`config.mk`:
```
export PLATFORM = sky130hd
export DESIGN_NAME = sar_adc_serial_readout
export DESIGN_NICKNAME = d
export VERILOG_FILES = /design/src/rtl/adc_readout_pkg.sv /design/src/rtl/sar_adc_serial_readout.sv
export VERILOG_INCLUDE_DIRS = /design/src /design/src/rtl
export SDC_FILE = /design/constraint.sdc
export NUM_CORES = 1
export LEC_CHECK = 0
export BUFFER_PORTS_ARGS = -buffer_cell sky130_fd_sc_hd__buf_2
export CAP_MARGIN = 25
export CORE_MARGIN = 5
export CORE_UTILIZATION = 28
export CTS_CLUSTER_SIZE = 10
export DETAILED_ROUTE_END_ITERATION = 10
export GPL_TIMING_DRIVEN = 0
export HOLD_SLACK_MARGIN = 0.02
export PLACE_DENSITY = 0.42
export SLEW_MARGIN = 30
export SYNTH_ARGS = -nofsm -noshare
export SYNTH_HDL_FRONTEND = slang
export SYNTH_HIERARCHICAL = 1
export SYNTH_SLANG_ARGS = --single-unit
```
`constraint.sdc`:
```
create_clock -name i_sys_clk -period 8.17 [get_ports i_sys_clk]
set_input_delay 0 -clock i_sys_clk [delete_from_list [all_inputs] [get_ports i_sys_clk]]
set_output_delay 0 -clock i_sys_clk [all_outputs]
set_load 0.01 [all_outputs]
```
`src/rtl/adc_readout_map.svh`:
```
// constants of the serial conversion and readout block
`ifndef ADC_READOUT_MAP_SVH
`define ADC_READOUT_MAP_SVH

`define ADC_RESULT_BITS     14
`define ADC_FRAME_EDGES     16
`define ADC_COUNT_BITS      5
`define ADC_FIFO_DEPTH      8
`define ADC_NAP_PULSES      3'h2
`define ADC_SLEEP_PULSES    3'h4
`define ADC_SYS_CLK_MHZ     100
`define ADC_WAKE_SLEEP_NS   1100000
`define ADC_WAKE_SLEEP_CYC  ((`ADC_WAKE_SLEEP_NS * `ADC_SYS_CLK_MHZ) / 1000)
`define ADC_WAKE_BITS       17

`endif

```
`src/rtl/adc_readout_pkg.sv`:
```
// types shared by the serial conversion and readout block
package adc_readout_pkg;

	typedef struct packed {
		logic frame_n;
		logic shift_clk;
	} pins_type;

	typedef struct packed {
		logic [13:0] code;
	} sample_type;

	typedef enum logic [1:0] {
		power_active,
		power_nap,
		power_sleep
	} power_type;

endpackage : adc_readout_pkg

```
`src/rtl/sar_adc_serial_readout.sv`:
```
// sample fifo and 3-wire conversion/readout logic of the converter
// What this block does
// - conv_frame_n falling starts conversion; low time frames one transfer.
// - while conv_frame_n is high, track input and float serial_result_out.
// - 14 result bits go out most significant first, least significant last.
// - each frame shifts out the sample converted in the last frame that reached its 16th falling edge.
// - each shift_clock fall advances conversion and shows the next bit.
// - shift_clock may run free or come in bursts; both work.
// - frame start shows the first leading zero; shift_clock falls the rest.
// - after the least significant bit, falling edges before the 16th drive zeros.
// - shift_clock low during acquisition gives one leading zero.
// - shift_clock high when conv_frame_n falls gives two leading zeros, held or running.
// - frame ended before the 16th falling edge loses that sample's result.
// - shift_clock is both conversion clock and readout clock.
// - light and deep power-down, entered and left by serial activity only.
// - two static-clock frame pulses give nap; four give sleep.
// - one shift_clock pulse wakes; after sleep wait reference recovery time.
// - serial_result_out floats after the 16th falling edge, frame still low.
`timescale 1ns/1ps
`include "adc_readout_map.svh"

// ==========================================================================
// sample fifo
module sample_fifo #(
	parameter int WIDTH = `ADC_RESULT_BITS,
	parameter int DEPTH = `ADC_FIFO_DEPTH
) (
	input  wire logic             i_sys_clk,
	input  wire logic             i_reset_n,
	input  wire logic             i_push_valid,
	input  wire logic [WIDTH-1:0] i_push_data,
	output logic                  o_push_ready,
	output logic                  o_pop_valid,
	input  wire logic             i_pop_ready,
	output logic      [WIDTH-1:0] o_pop_data
);
	localparam int AW = $clog2(DEPTH);

	logic [WIDTH-1:0] mem [DEPTH];
	logic [AW-1:0]    wr_ptr_reg;
	logic [AW-1:0]    rd_ptr_reg;
	logic [AW:0]      count_reg;
	logic [AW:0]      count_next;
	logic             push;
	logic             pop;

	assign push       = i_push_valid && o_push_ready;
	assign pop        = i_pop_ready && o_pop_valid;
	assign o_pop_data = mem[rd_ptr_reg];

	always_comb begin
		count_next = count_reg;
		if (push && !pop) begin
			count_next = count_reg + 1'b1;
		end else if (pop && !push) begin
			count_next = count_reg - 1'b1;
		end
	end

	always_ff @(posedge i_sys_clk) begin
		if (push) begin
			mem[wr_ptr_reg] <= i_push_data;
		end
	end

	always_ff @(posedge i_sys_clk or negedge i_reset_n) begin
		if (!i_reset_n) begin
			wr_ptr_reg   <= '0;
			rd_ptr_reg   <= '0;
			count_reg    <= '0;
			o_push_ready <= 1'b1;
			o_pop_valid  <= 1'b0;
		end else begin
			if (push) begin
				wr_ptr_reg <= AW'(wr_ptr_reg + 1'b1);
			end
			if (pop) begin
				rd_ptr_reg <= AW'(rd_ptr_reg + 1'b1);
			end
			count_reg    <= count_next;
			o_push_ready <= (count_next != (AW+1)'(DEPTH));
			o_pop_valid  <= (count_next != '0);
		end
	end
endmodule : sample_fifo

// ==========================================================================
// converter serial interface
module sar_adc_serial_readout #(
	parameter int WAKE_SLEEP_CYC = `ADC_WAKE_SLEEP_CYC
) (
	input  wire logic        i_sys_clk,
	input  wire logic        i_reset_n,
	input  wire logic        i_conv_frame_n,
	input  wire logic        i_shift_clock,
	input  wire logic        i_sample_valid,
	input  wire logic [13:0] i_sample_code,
	output logic             o_sample_ready,
	output logic             o_serial_result_out,
	output logic             o_serial_result_oe,
	output logic             o_tracking,
	output logic             o_sample_lost,
	output logic [1:0]       o_power_state,
	output logic             o_ref_ready
);
	localparam logic [4:0] LAST_EDGE = 5'(`ADC_FRAME_EDGES - 1);
	localparam logic [16:0] WAKE_LOAD = 17'(WAKE_SLEEP_CYC);

	adc_readout_pkg::pins_type   pin_s1_reg;
	adc_readout_pkg::pins_type   pin_s2_reg;
	adc_readout_pkg::pins_type   pin_s3_reg;
	adc_readout_pkg::sample_type fifo_out;
	adc_readout_pkg::sample_type held_reg;
	adc_readout_pkg::power_type  power_reg;
	logic                        frame_fall;
	logic                        frame_rise;
	logic                        sck_fall;
	logic                        sck_edge;
	logic                        fifo_valid;
	logic                        frame_active_reg;
	logic [`ADC_COUNT_BITS-1:0]  fall_count_reg;
	logic                        lead_two_reg;
	logic [13:0]                 sar_reg;
	logic [13:0]                 result_reg;
	logic                        conv_done_reg;
	logic [2:0]                  static_pulses_reg;
	logic [2:0]                  static_pulses_next;
	logic [16:0]                 wake_count_reg;

	// bit shown at stream position pos: leading zeros, data, trailing zeros
	function automatic logic stream_bit(input logic [13:0] res,
		input logic two, input logic [4:0] pos);
		logic [4:0] lead;
		logic [4:0] idx;
		lead = two ? 5'h2 : 5'h1;
		idx  = 5'h0;
		if (pos < lead || pos >= lead + 5'he) begin
			return 1'b0;
		end
		idx = 5'hd - (pos - lead);
		return res[idx[3:0]];
	endfunction : stream_bit

	// ======================================================================
	// pin synchronisers and edge detection
	always_ff @(posedge i_sys_clk or negedge i_reset_n) begin
		if (!i_reset_n) begin
			pin_s1_reg <= '{frame_n: 1'b1, shift_clk: 1'b0};
			pin_s2_reg <= '{frame_n: 1'b1, shift_clk: 1'b0};
			pin_s3_reg <= '{frame_n: 1'b1, shift_clk: 1'b0};
		end else begin
			pin_s1_reg <= '{frame_n: i_conv_frame_n, shift_clk: i_shift_clock};
			pin_s2_reg <= pin_s1_reg;
			pin_s3_reg <= pin_s2_reg;
		end
	end

	assign frame_fall = pin_s3_reg.frame_n && !pin_s2_reg.frame_n;
	assign frame_rise = !pin_s3_reg.frame_n && pin_s2_reg.frame_n;
	// both clock styles look the same here: only edges are used
	assign sck_fall   = pin_s3_reg.shift_clk && !pin_s2_reg.shift_clk;
	assign sck_edge   = pin_s3_reg.shift_clk != pin_s2_reg.shift_clk;

	// ======================================================================
	// sample path: the acquired value is taken when the frame starts
	sample_fifo #(
		.WIDTH (`ADC_RESULT_BITS),
		.DEPTH (`ADC_FIFO_DEPTH)
	) u_fifo (
		.i_sys_clk    (i_sys_clk),
		.i_reset_n    (i_reset_n),
		.i_push_valid (i_sample_valid),
		.i_push_data  (i_sample_code),
		.o_push_ready (o_sample_ready),
		.o_pop_valid  (fifo_valid),
		.i_pop_ready  (frame_fall),
		.o_pop_data   (fifo_out)
	);

	// ======================================================================
	// frame tracking and edge count
	always_ff @(posedge i_sys_clk or negedge i_reset_n) begin
		if (!i_reset_n) begin
			frame_active_reg <= 1'b0;
			fall_count_reg   <= '0;
			lead_two_reg     <= 1'b1;
			o_tracking       <= 1'b1;
		end else if (frame_fall) begin
			frame_active_reg <= 1'b1;
			o_tracking       <= 1'b0;
			fall_count_reg   <= '0;
			lead_two_reg     <= pin_s2_reg.shift_clk;
		end else if (frame_rise) begin
			frame_active_reg <= 1'b0;
			o_tracking       <= 1'b1;
		end else if (sck_fall && frame_active_reg && fall_count_reg != 5'h1f) begin
			fall_count_reg <= fall_count_reg + 5'h1;
		end
	end

	// ======================================================================
	// successive approximation, one step per falling shift clock
	always_ff @(posedge i_sys_clk or negedge i_reset_n) begin
		if (!i_reset_n) begin
			held_reg      <= '0;
			sar_reg       <= '0;
			conv_done_reg <= 1'b0;
		end else if (frame_fall) begin
			if (fifo_valid) begin
				held_reg <= fifo_out;
			end
			sar_reg       <= '0;
			conv_done_reg <= 1'b0;
		end else if (sck_fall && frame_active_reg) begin
			if (fall_count_reg < 5'he) begin
				sar_reg[4'hd - fall_count_reg[3:0]] <=
					held_reg.code[4'hd - fall_count_reg[3:0]];
			end
			if (fall_count_reg == LAST_EDGE) begin
				conv_done_reg <= 1'b1;
			end
		end
	end

	// an early frame end keeps the old result and flags the loss
	always_ff @(posedge i_sys_clk or negedge i_reset_n) begin
		if (!i_reset_n) begin
			result_reg    <= '0;
			o_sample_lost <= 1'b0;
		end else begin
			o_sample_lost <= frame_rise && !conv_done_reg;
			if (frame_rise && conv_done_reg) begin
				result_reg <= sar_reg;
			end
		end
	end

	// ======================================================================
	// serial output
	always_ff @(posedge i_sys_clk or negedge i_reset_n) begin
		if (!i_reset_n) begin
			o_serial_result_out <= 1'b0;
			o_serial_result_oe  <= 1'b0;
		end else if (frame_fall) begin
			o_serial_result_out <= 1'b0;
			o_serial_result_oe  <= 1'b1;
		end else if (frame_rise) begin
			o_serial_result_oe  <= 1'b0;
		end else if (sck_fall && frame_active_reg) begin
			o_serial_result_out <= stream_bit(result_reg, lead_two_reg,
				fall_count_reg + 5'h1);
			if (fall_count_reg == LAST_EDGE) begin
				o_serial_result_oe <= 1'b0;
			end
		end
	end

	// ======================================================================
	// power-down by frame pulses with a static shift clock
	always_comb begin
		static_pulses_next = static_pulses_reg;
		if (sck_edge) begin
			static_pulses_next = 3'h0;
		end else if (frame_rise && static_pulses_reg != 3'h7) begin
			static_pulses_next = static_pulses_reg + 3'h1;
		end
	end

	always_ff @(posedge i_sys_clk or negedge i_reset_n) begin
		if (!i_reset_n) begin
			static_pulses_reg <= '0;
			power_reg         <= adc_readout_pkg::power_active;
			wake_count_reg    <= '0;
		end else begin
			static_pulses_reg <= static_pulses_next;
			if (wake_count_reg != '0) begin
				wake_count_reg <= wake_count_reg - 17'h1;
			end
			if (sck_edge && power_reg != adc_readout_pkg::power_active) begin
				power_reg <= adc_readout_pkg::power_active;
				if (power_reg == adc_readout_pkg::power_sleep) begin
					wake_count_reg <= WAKE_LOAD;
				end
			end else if (frame_rise && static_pulses_next == `ADC_SLEEP_PULSES) begin
				power_reg <= adc_readout_pkg::power_sleep;
			end else if (frame_rise && static_pulses_next == `ADC_NAP_PULSES) begin
				power_reg <= adc_readout_pkg::power_nap;
			end
		end
	end

	// the reference is only good again once the sleep recovery has run out
	always_ff @(posedge i_sys_clk or negedge i_reset_n) begin
		if (!i_reset_n) begin
			o_power_state <= 2'h0;
			o_ref_ready   <= 1'b1;
		end else begin
			o_power_state <= power_reg;
			o_ref_ready   <= power_reg != adc_readout_pkg::power_sleep
				&& wake_count_reg == '0;
		end
	end
endmodule : sar_adc_serial_readout

```
# Word level (Yosys, flattened, before mapping)
# Memories as Yosys holds them, arrays and structs flattened. A register that Yosys moved wholly into a read port is not among the register bits.
# Index checks and enable logic that the tools add are counted.
# W data, S select, Z words.
[word_totals]
regBits = 83
ramBits = 112
in_bits = 19
output_inout_bits = 8
elab_cells = 143
mem_count = 1
[mem_list]
columns = ["name", "depth", "word_bits", "read_ports", "rd_clocked_by_memory_dff", "write_ports", "line_no", "source"]
rows = [
  ["u_fifo.mem", 8, 14, 1, 1, 1, "sar_adc_serial_readout.sv:39", "logic [WIDTH-1:0] mem [DEPTH];"],
]
[op_classes]
addsub = 11
n_lt_le_gt_ge = 6
eq_ne = 10
mux = 46
reduce_logical = 43
[op_table]
columns = ["operator", "n"]
rows = [
  ["$mux W17", 3],
  ["$mux W14", 3],
  ["$mux W1", 25],
  ["$logic_and A1 B1 Y1", 17],
  ["$logic_not A17 Y1", 1],
  ["$reduce_bool A17 Y1", 1],
  ["$sub A17 B1 Y17 const B", 1],
  ["$mux W5", 3],
  ["$bwmux W14", 1],
  ["$reduce_and A2 Y1", 6],
  ["$reduce_bool A2 Y1", 6],
  ["$lt A4 B5 Y1 const B", 2],
  ["$add A3 B1 Y3 const B", 3],
  ["$reduce_bool A3 Y1", 3],
  ["$bmux W1 S4", 2],
  ["$mux W2", 4],
  ["$mux W4", 2],
  ["$sub A4 B4 Y4 const A", 2],
  ["$logic_not A1 Y1", 7],
  ["$mux W3", 2],
  ["$add A2 B4 Y5 const B", 1],
  ["$add A5 B1 Y5 const B", 1],
  ["$eq A5 B4 Y1 const B", 1],
  ["$ge A5 B5 Y1", 1],
  ["other kinds (18)", 18],
]

# Logic depth before layout (Yosys ltp)
[logic_depth]
depth_word = 12
depth_mapped = 12
depth_no_buf = 11

# Modules after synthesis
# The synthesis kept the hierarchy.
[by_module_without_submodules]
columns = ["mod", "instances", "cells_each", "area_per_inst_um2", "seq_area_each_um2"]
rows = [
  ["sample_fifo", 1, 236, 4884.7, 3664.8],
  ["sar_adc_serial_readout", 1, 388, 4386.7, 2134.5],
]

# Worst setup path before layout
# OpenSTA, ideal clock, no wires.
[synth_path]
path_type = "register to register"
start = "register fall_count_reg[0]"
end = "register o_serial_result_out"
setup_ns = 0.128
arrival_time_ns = 2.962
required_time_ns = 8.042
setup_slack_ns = 5.080
path_stages_with_launch = 13
n_path_buf = 1
period_less_slack_ns = 3.090
cell_sequence = "dfrtp_1 clkbuf_1 inv_1 ha_1 ha_1 inv_1 ha_1 inv_1 fa_1 mux4_2 mux2_2 mux2i_1 o31ai_1"
[synth_via]
elab_chain_cells = 11
word_cells_on_any_way = 16
classes_between = "add/sub: 3; order compare: 2; mux: 10; reduce/logical: 1"
[synth_rtl]
columns = ["element", "line_no", "source"]
rows = [
  ["start: declaration", "sar_adc_serial_readout.sv:121", "logic [`ADC_COUNT_BITS-1:0] fall_count_reg;"],
  ["start signal: assignment", "sar_adc_serial_readout.sv:197", "fall_count_reg <= fall_count_reg + 5'h1;"],
  ["$add A5 B1 Y5 *", "sar_adc_serial_readout.sv:251", "fall_count_reg + 5'h1);"],
  ["branches (longest 6 deep; another with $sub A4 B2 Y4)", "-", ""],
  ["$mux W1 *", "sar_adc_serial_readout.sv:140", "idx = 5'hd - (pos - lead);"],
  ["$mux W1 *", "sar_adc_serial_readout.sv:249", "end else if (sck_fall && frame_active_reg) begin"],
  ["$mux W1 *", "sar_adc_serial_readout.sv:247", "end else if (frame_rise) begin"],
  ["$mux W1 *", "sar_adc_serial_readout.sv:244", "end else if (frame_fall) begin"],
  ["end signal: assignment", "sar_adc_serial_readout.sv:250", "o_serial_result_out <= stream_bit(result_reg, lead_two_reg,"],
  ["end: declaration", "sar_adc_serial_readout.sv:99", "output logic o_serial_result_out,"],
]
# Mark *: on every way between the ends. The select of a mux whose other input is x is not followed.
# A chain may end at the register's enable or synchronous reset.

# Worst setup path after layout
# Same ends and word-level chain as after synthesis.

==> results.sh <==
export IMPL_gp_congestion=0.7608
export IMPL_ant_nets=0
export IMPL_p_seq_share_pct=42.3
export IMPL_clock_latency_ps=520
export IMPL_drc=0
export IMPL_period_share_pct=44.33
export IMPL_synth_nets=673
export IMPL_crit_path_max_fanout=8
export IMPL_synth_seq_cells=209
export IMPL_dieArea_um2=36850
export IMPL_synth_edff_count=112
export IMPL_start_kind="register"
export IMPL_grt_pass1_wl_um=32220
export IMPL_worstSetupPathType="reg2reg"
export IMPL_die_w_um=192.0
export IMPL_cap_viol_max_count=0
export IMPL_period_needed_ps=3621
export IMPL_grt_max_degree=69
export IMPL_wire_per_inst_um=16.89
export IMPL_p_per_area_nw_per_um2=306.0
export IMPL_synth_warnings=6
export IMPL_grt_util_all_layers_pct=11.06
export IMPL_dp_hpwl_um=13650
export IMPL_drive_gt1_share_pct=25.79
export IMPL_vdd_drop_max_v=0.0001619
export IMPL_rows=66
export IMPL_first_pass_iters=4
export IMPL_combPwrFrac_pct=26.4
export IMPL_root_buffer="clkbuf_16"
export IMPL_drt_iter0_drc=189
export IMPL_power_leakage_nw=4.244
export IMPL_netlist_area_um2=9271
export IMPL_grt_pass1_vias=5790
export IMPL_dpl_cell_area_um2=10110
export IMPL_relSlewSlack_pct=43.96
export IMPL_setup_viol=0
export IMPL_diodes=0
export IMPL_maxSlewViolCount=0
export IMPL_postCtsHoldBufs=20
export IMPL_synth_cells=624
export IMPL_sw_frac_of_total_pct=29.62
export IMPL_tritoncts="built"
export IMPL_fin_area_um2=11140
export IMPL_start_util_pct=28.42
export IMPL_nets=759
export IMPL_port_buffers=26
export IMPL_status="finished clean"
export IMPL_cts_buffers=26
export IMPL_cts_htree_levels=1
export IMPL_ys_seq_area_share_pct=62.55
export IMPL_cp_end_kind="register"
export IMPL_p_sw_mw=1.009
export IMPL_largest_reg_flops=112
export IMPL_fp_coreArea_um2=32620
export IMPL_antenna_found_initial=0
export IMPL_synthArstFlopShare_pct=46.41
export IMPL_syn2layout_area_growth_pct=20.11
export IMPL_grt_remaining_overflow=0
export IMPL_rsz0062_at_grt="false"
export IMPL_max_slew_worst_pin_slew_ps=840.5
export IMPL_p_clk_share_pct=31.3
export IMPL_worst_clock_skew_ps=15.04
export IMPL_tns_ps=0
export IMPL_yosysTopAreaCell="edfxtp_1"
export IMPL_synth_cell_types=58
export IMPL_postCtsResizedCells=0
export IMPL_synth_top_area_share_pct=36.28
export IMPL_arrival_ps=4020
export IMPL_ios=27
export IMPL_cts_sinks=209
export IMPL_vias_per_cell=4.603
export IMPL_fmax_mhz=276.1
export IMPL_synth_area_top_cells="edfxtp_1 (36%), dfrtp_1 (24%), mux4_2 (8.3%)"
export IMPL_syn_area_per_cell_um2=14.86
export IMPL_synthFlopType="edfxtp_1"
export IMPL_dieHeight_um=192.0
export IMPL_clockBufferDepth=3
export IMPL_hold_path_class="in2reg"
export IMPL_p_int_mw=2.398
export IMPL_post_cts_buffers=0
export IMPL_wl_um=19780
export IMPL_clk_pin_slew_worst_paths_ps=50
export IMPL_cp_required_ps=8570
export IMPL_finalHoldViolations=0
export IMPL_vias=5390
==> synthesized netlist by cell type (3+ instances only) <==
cell type and count:
a211o_1 4, a211oi_1 3, a21oi_1 29, and2_1 7
and3_1 3, and3b_1 3, buf_1 3, buf_2 7
clkbuf_1 14, dfrtp_1 90, dfstp_2 7, edfxtp_1 112
ha_1 29, inv_1 22, mux2_2 46, mux2i_1 9
mux4_2 34, nand2_1 36, nand2b_1 7, nand3_1 18
nand4_1 17, nor2_1 21, nor3_1 8, nor3_2 3
nor4_1 5, o21ai_0 23, o31ai_1 8, or3_1 5
or4_1 6, xnor2_1 9, xor2_1 3
==> metrics by stage <==
stage	hold WS, ps	instances	worst slack, ps	util, %	power, mW
floorplan	-295.6	624	5080	-	2.072
global route	129.5	1171	4261	34.14	3.621
global placement	110.1	1092	3680	30.52	2.318
CTS	119.5	1171	4444	34.14	3.478
detailed placement	-103.2	1104	4464	31.00	2.374
finish	142.2	1171	4549	34.14	3.407
==> critical path, stage by stage, from the launching register on <==
cell	delay [ps]
dfrtp_1	440
clkbuf_1	450
inv_1	140
ha_1	400
ha_1	300
inv_1	100
ha_1	160
inv_1	50
fa_1	600
mux4_2	340
mux2_2	280
mux2i_1	170
o31ai_1	80
==> cell type report <==
class	instances	area [um^2]
Clock buffer	45	792.0
Inverter	22	82.58
Multi-Input combinational cell	366	3301
Sequential cell	209	5799
Fill cell	3172	21480
Clock inverter	2	21.27
Tap cell	442	553.0
Buffer	27	137.6
Timing Repair Buffer	58	449.2
==> kinds of logic (layout without fill, tap and decap cells) <==
family          after synthesis  in the layout  share of synthesized area, %
simple gates                145            145                         8.502
fa+ha+maj                    30             30                         4.130
flops                       209            209                         62.55
compound gates               88             88                         6.006
xor+xnor                     14             14                         1.619
buf+inv                      49            154                         2.375
mux                          89             89                         14.82
==> path summary, 6_finish.rpt <==
check	from	end	slack (ps)	depth (start not counted)
min in group asynchronous	i_reset_n	result_reg[13]	540	4
setup / recovery	fall_count_reg[0]	o_serial_result_out	4550	12
setup reg to reg	fall_count_reg[0]	o_serial_result_out	4550	12
hold reg to reg	pin_s1_reg[0]	pin_s2_reg[0]	360	0
max in group asynchronous	i_reset_n	pin_s1_reg[1]	7220	4
hold / removal	i_conv_frame_n	pin_s1_reg[1]	140	2
==> power groups by stage <==
stage	registers [mW]	clock network, mW	logic [mW]
floorplan	1.43	0	0.646
global placement	1.45	0	0.866
detailed placement	1.46	0	0.911
CTS	1.44	1.11	0.926
global route	1.47	1.15	0.999
finish	1.44	1.07	0.900
==> layer usage <==
metal / share of wire, % / track usage (%)
met1: 45 / 14.65
met2: 49 / 18.80
met3: 3.5 / 1.981
met4: 2.2 / 2.873
met5: 0 / 0
==> cells in the final DEF, fill, tap and decap left out, types with 19 or more instances in the layout <==
master         count
a21oi_1           29
mux2_2            46
buf_2             35
o21ai_0           23
clkbuf_1          26
edfxtp_1         112
inv_1             22
dfrtp_1           90
ha_1              29
dlygate4sd3_1     19
clkbuf_16         26
nand2_1           36
mux4_2            34
(Power assumes the default switching activity.)
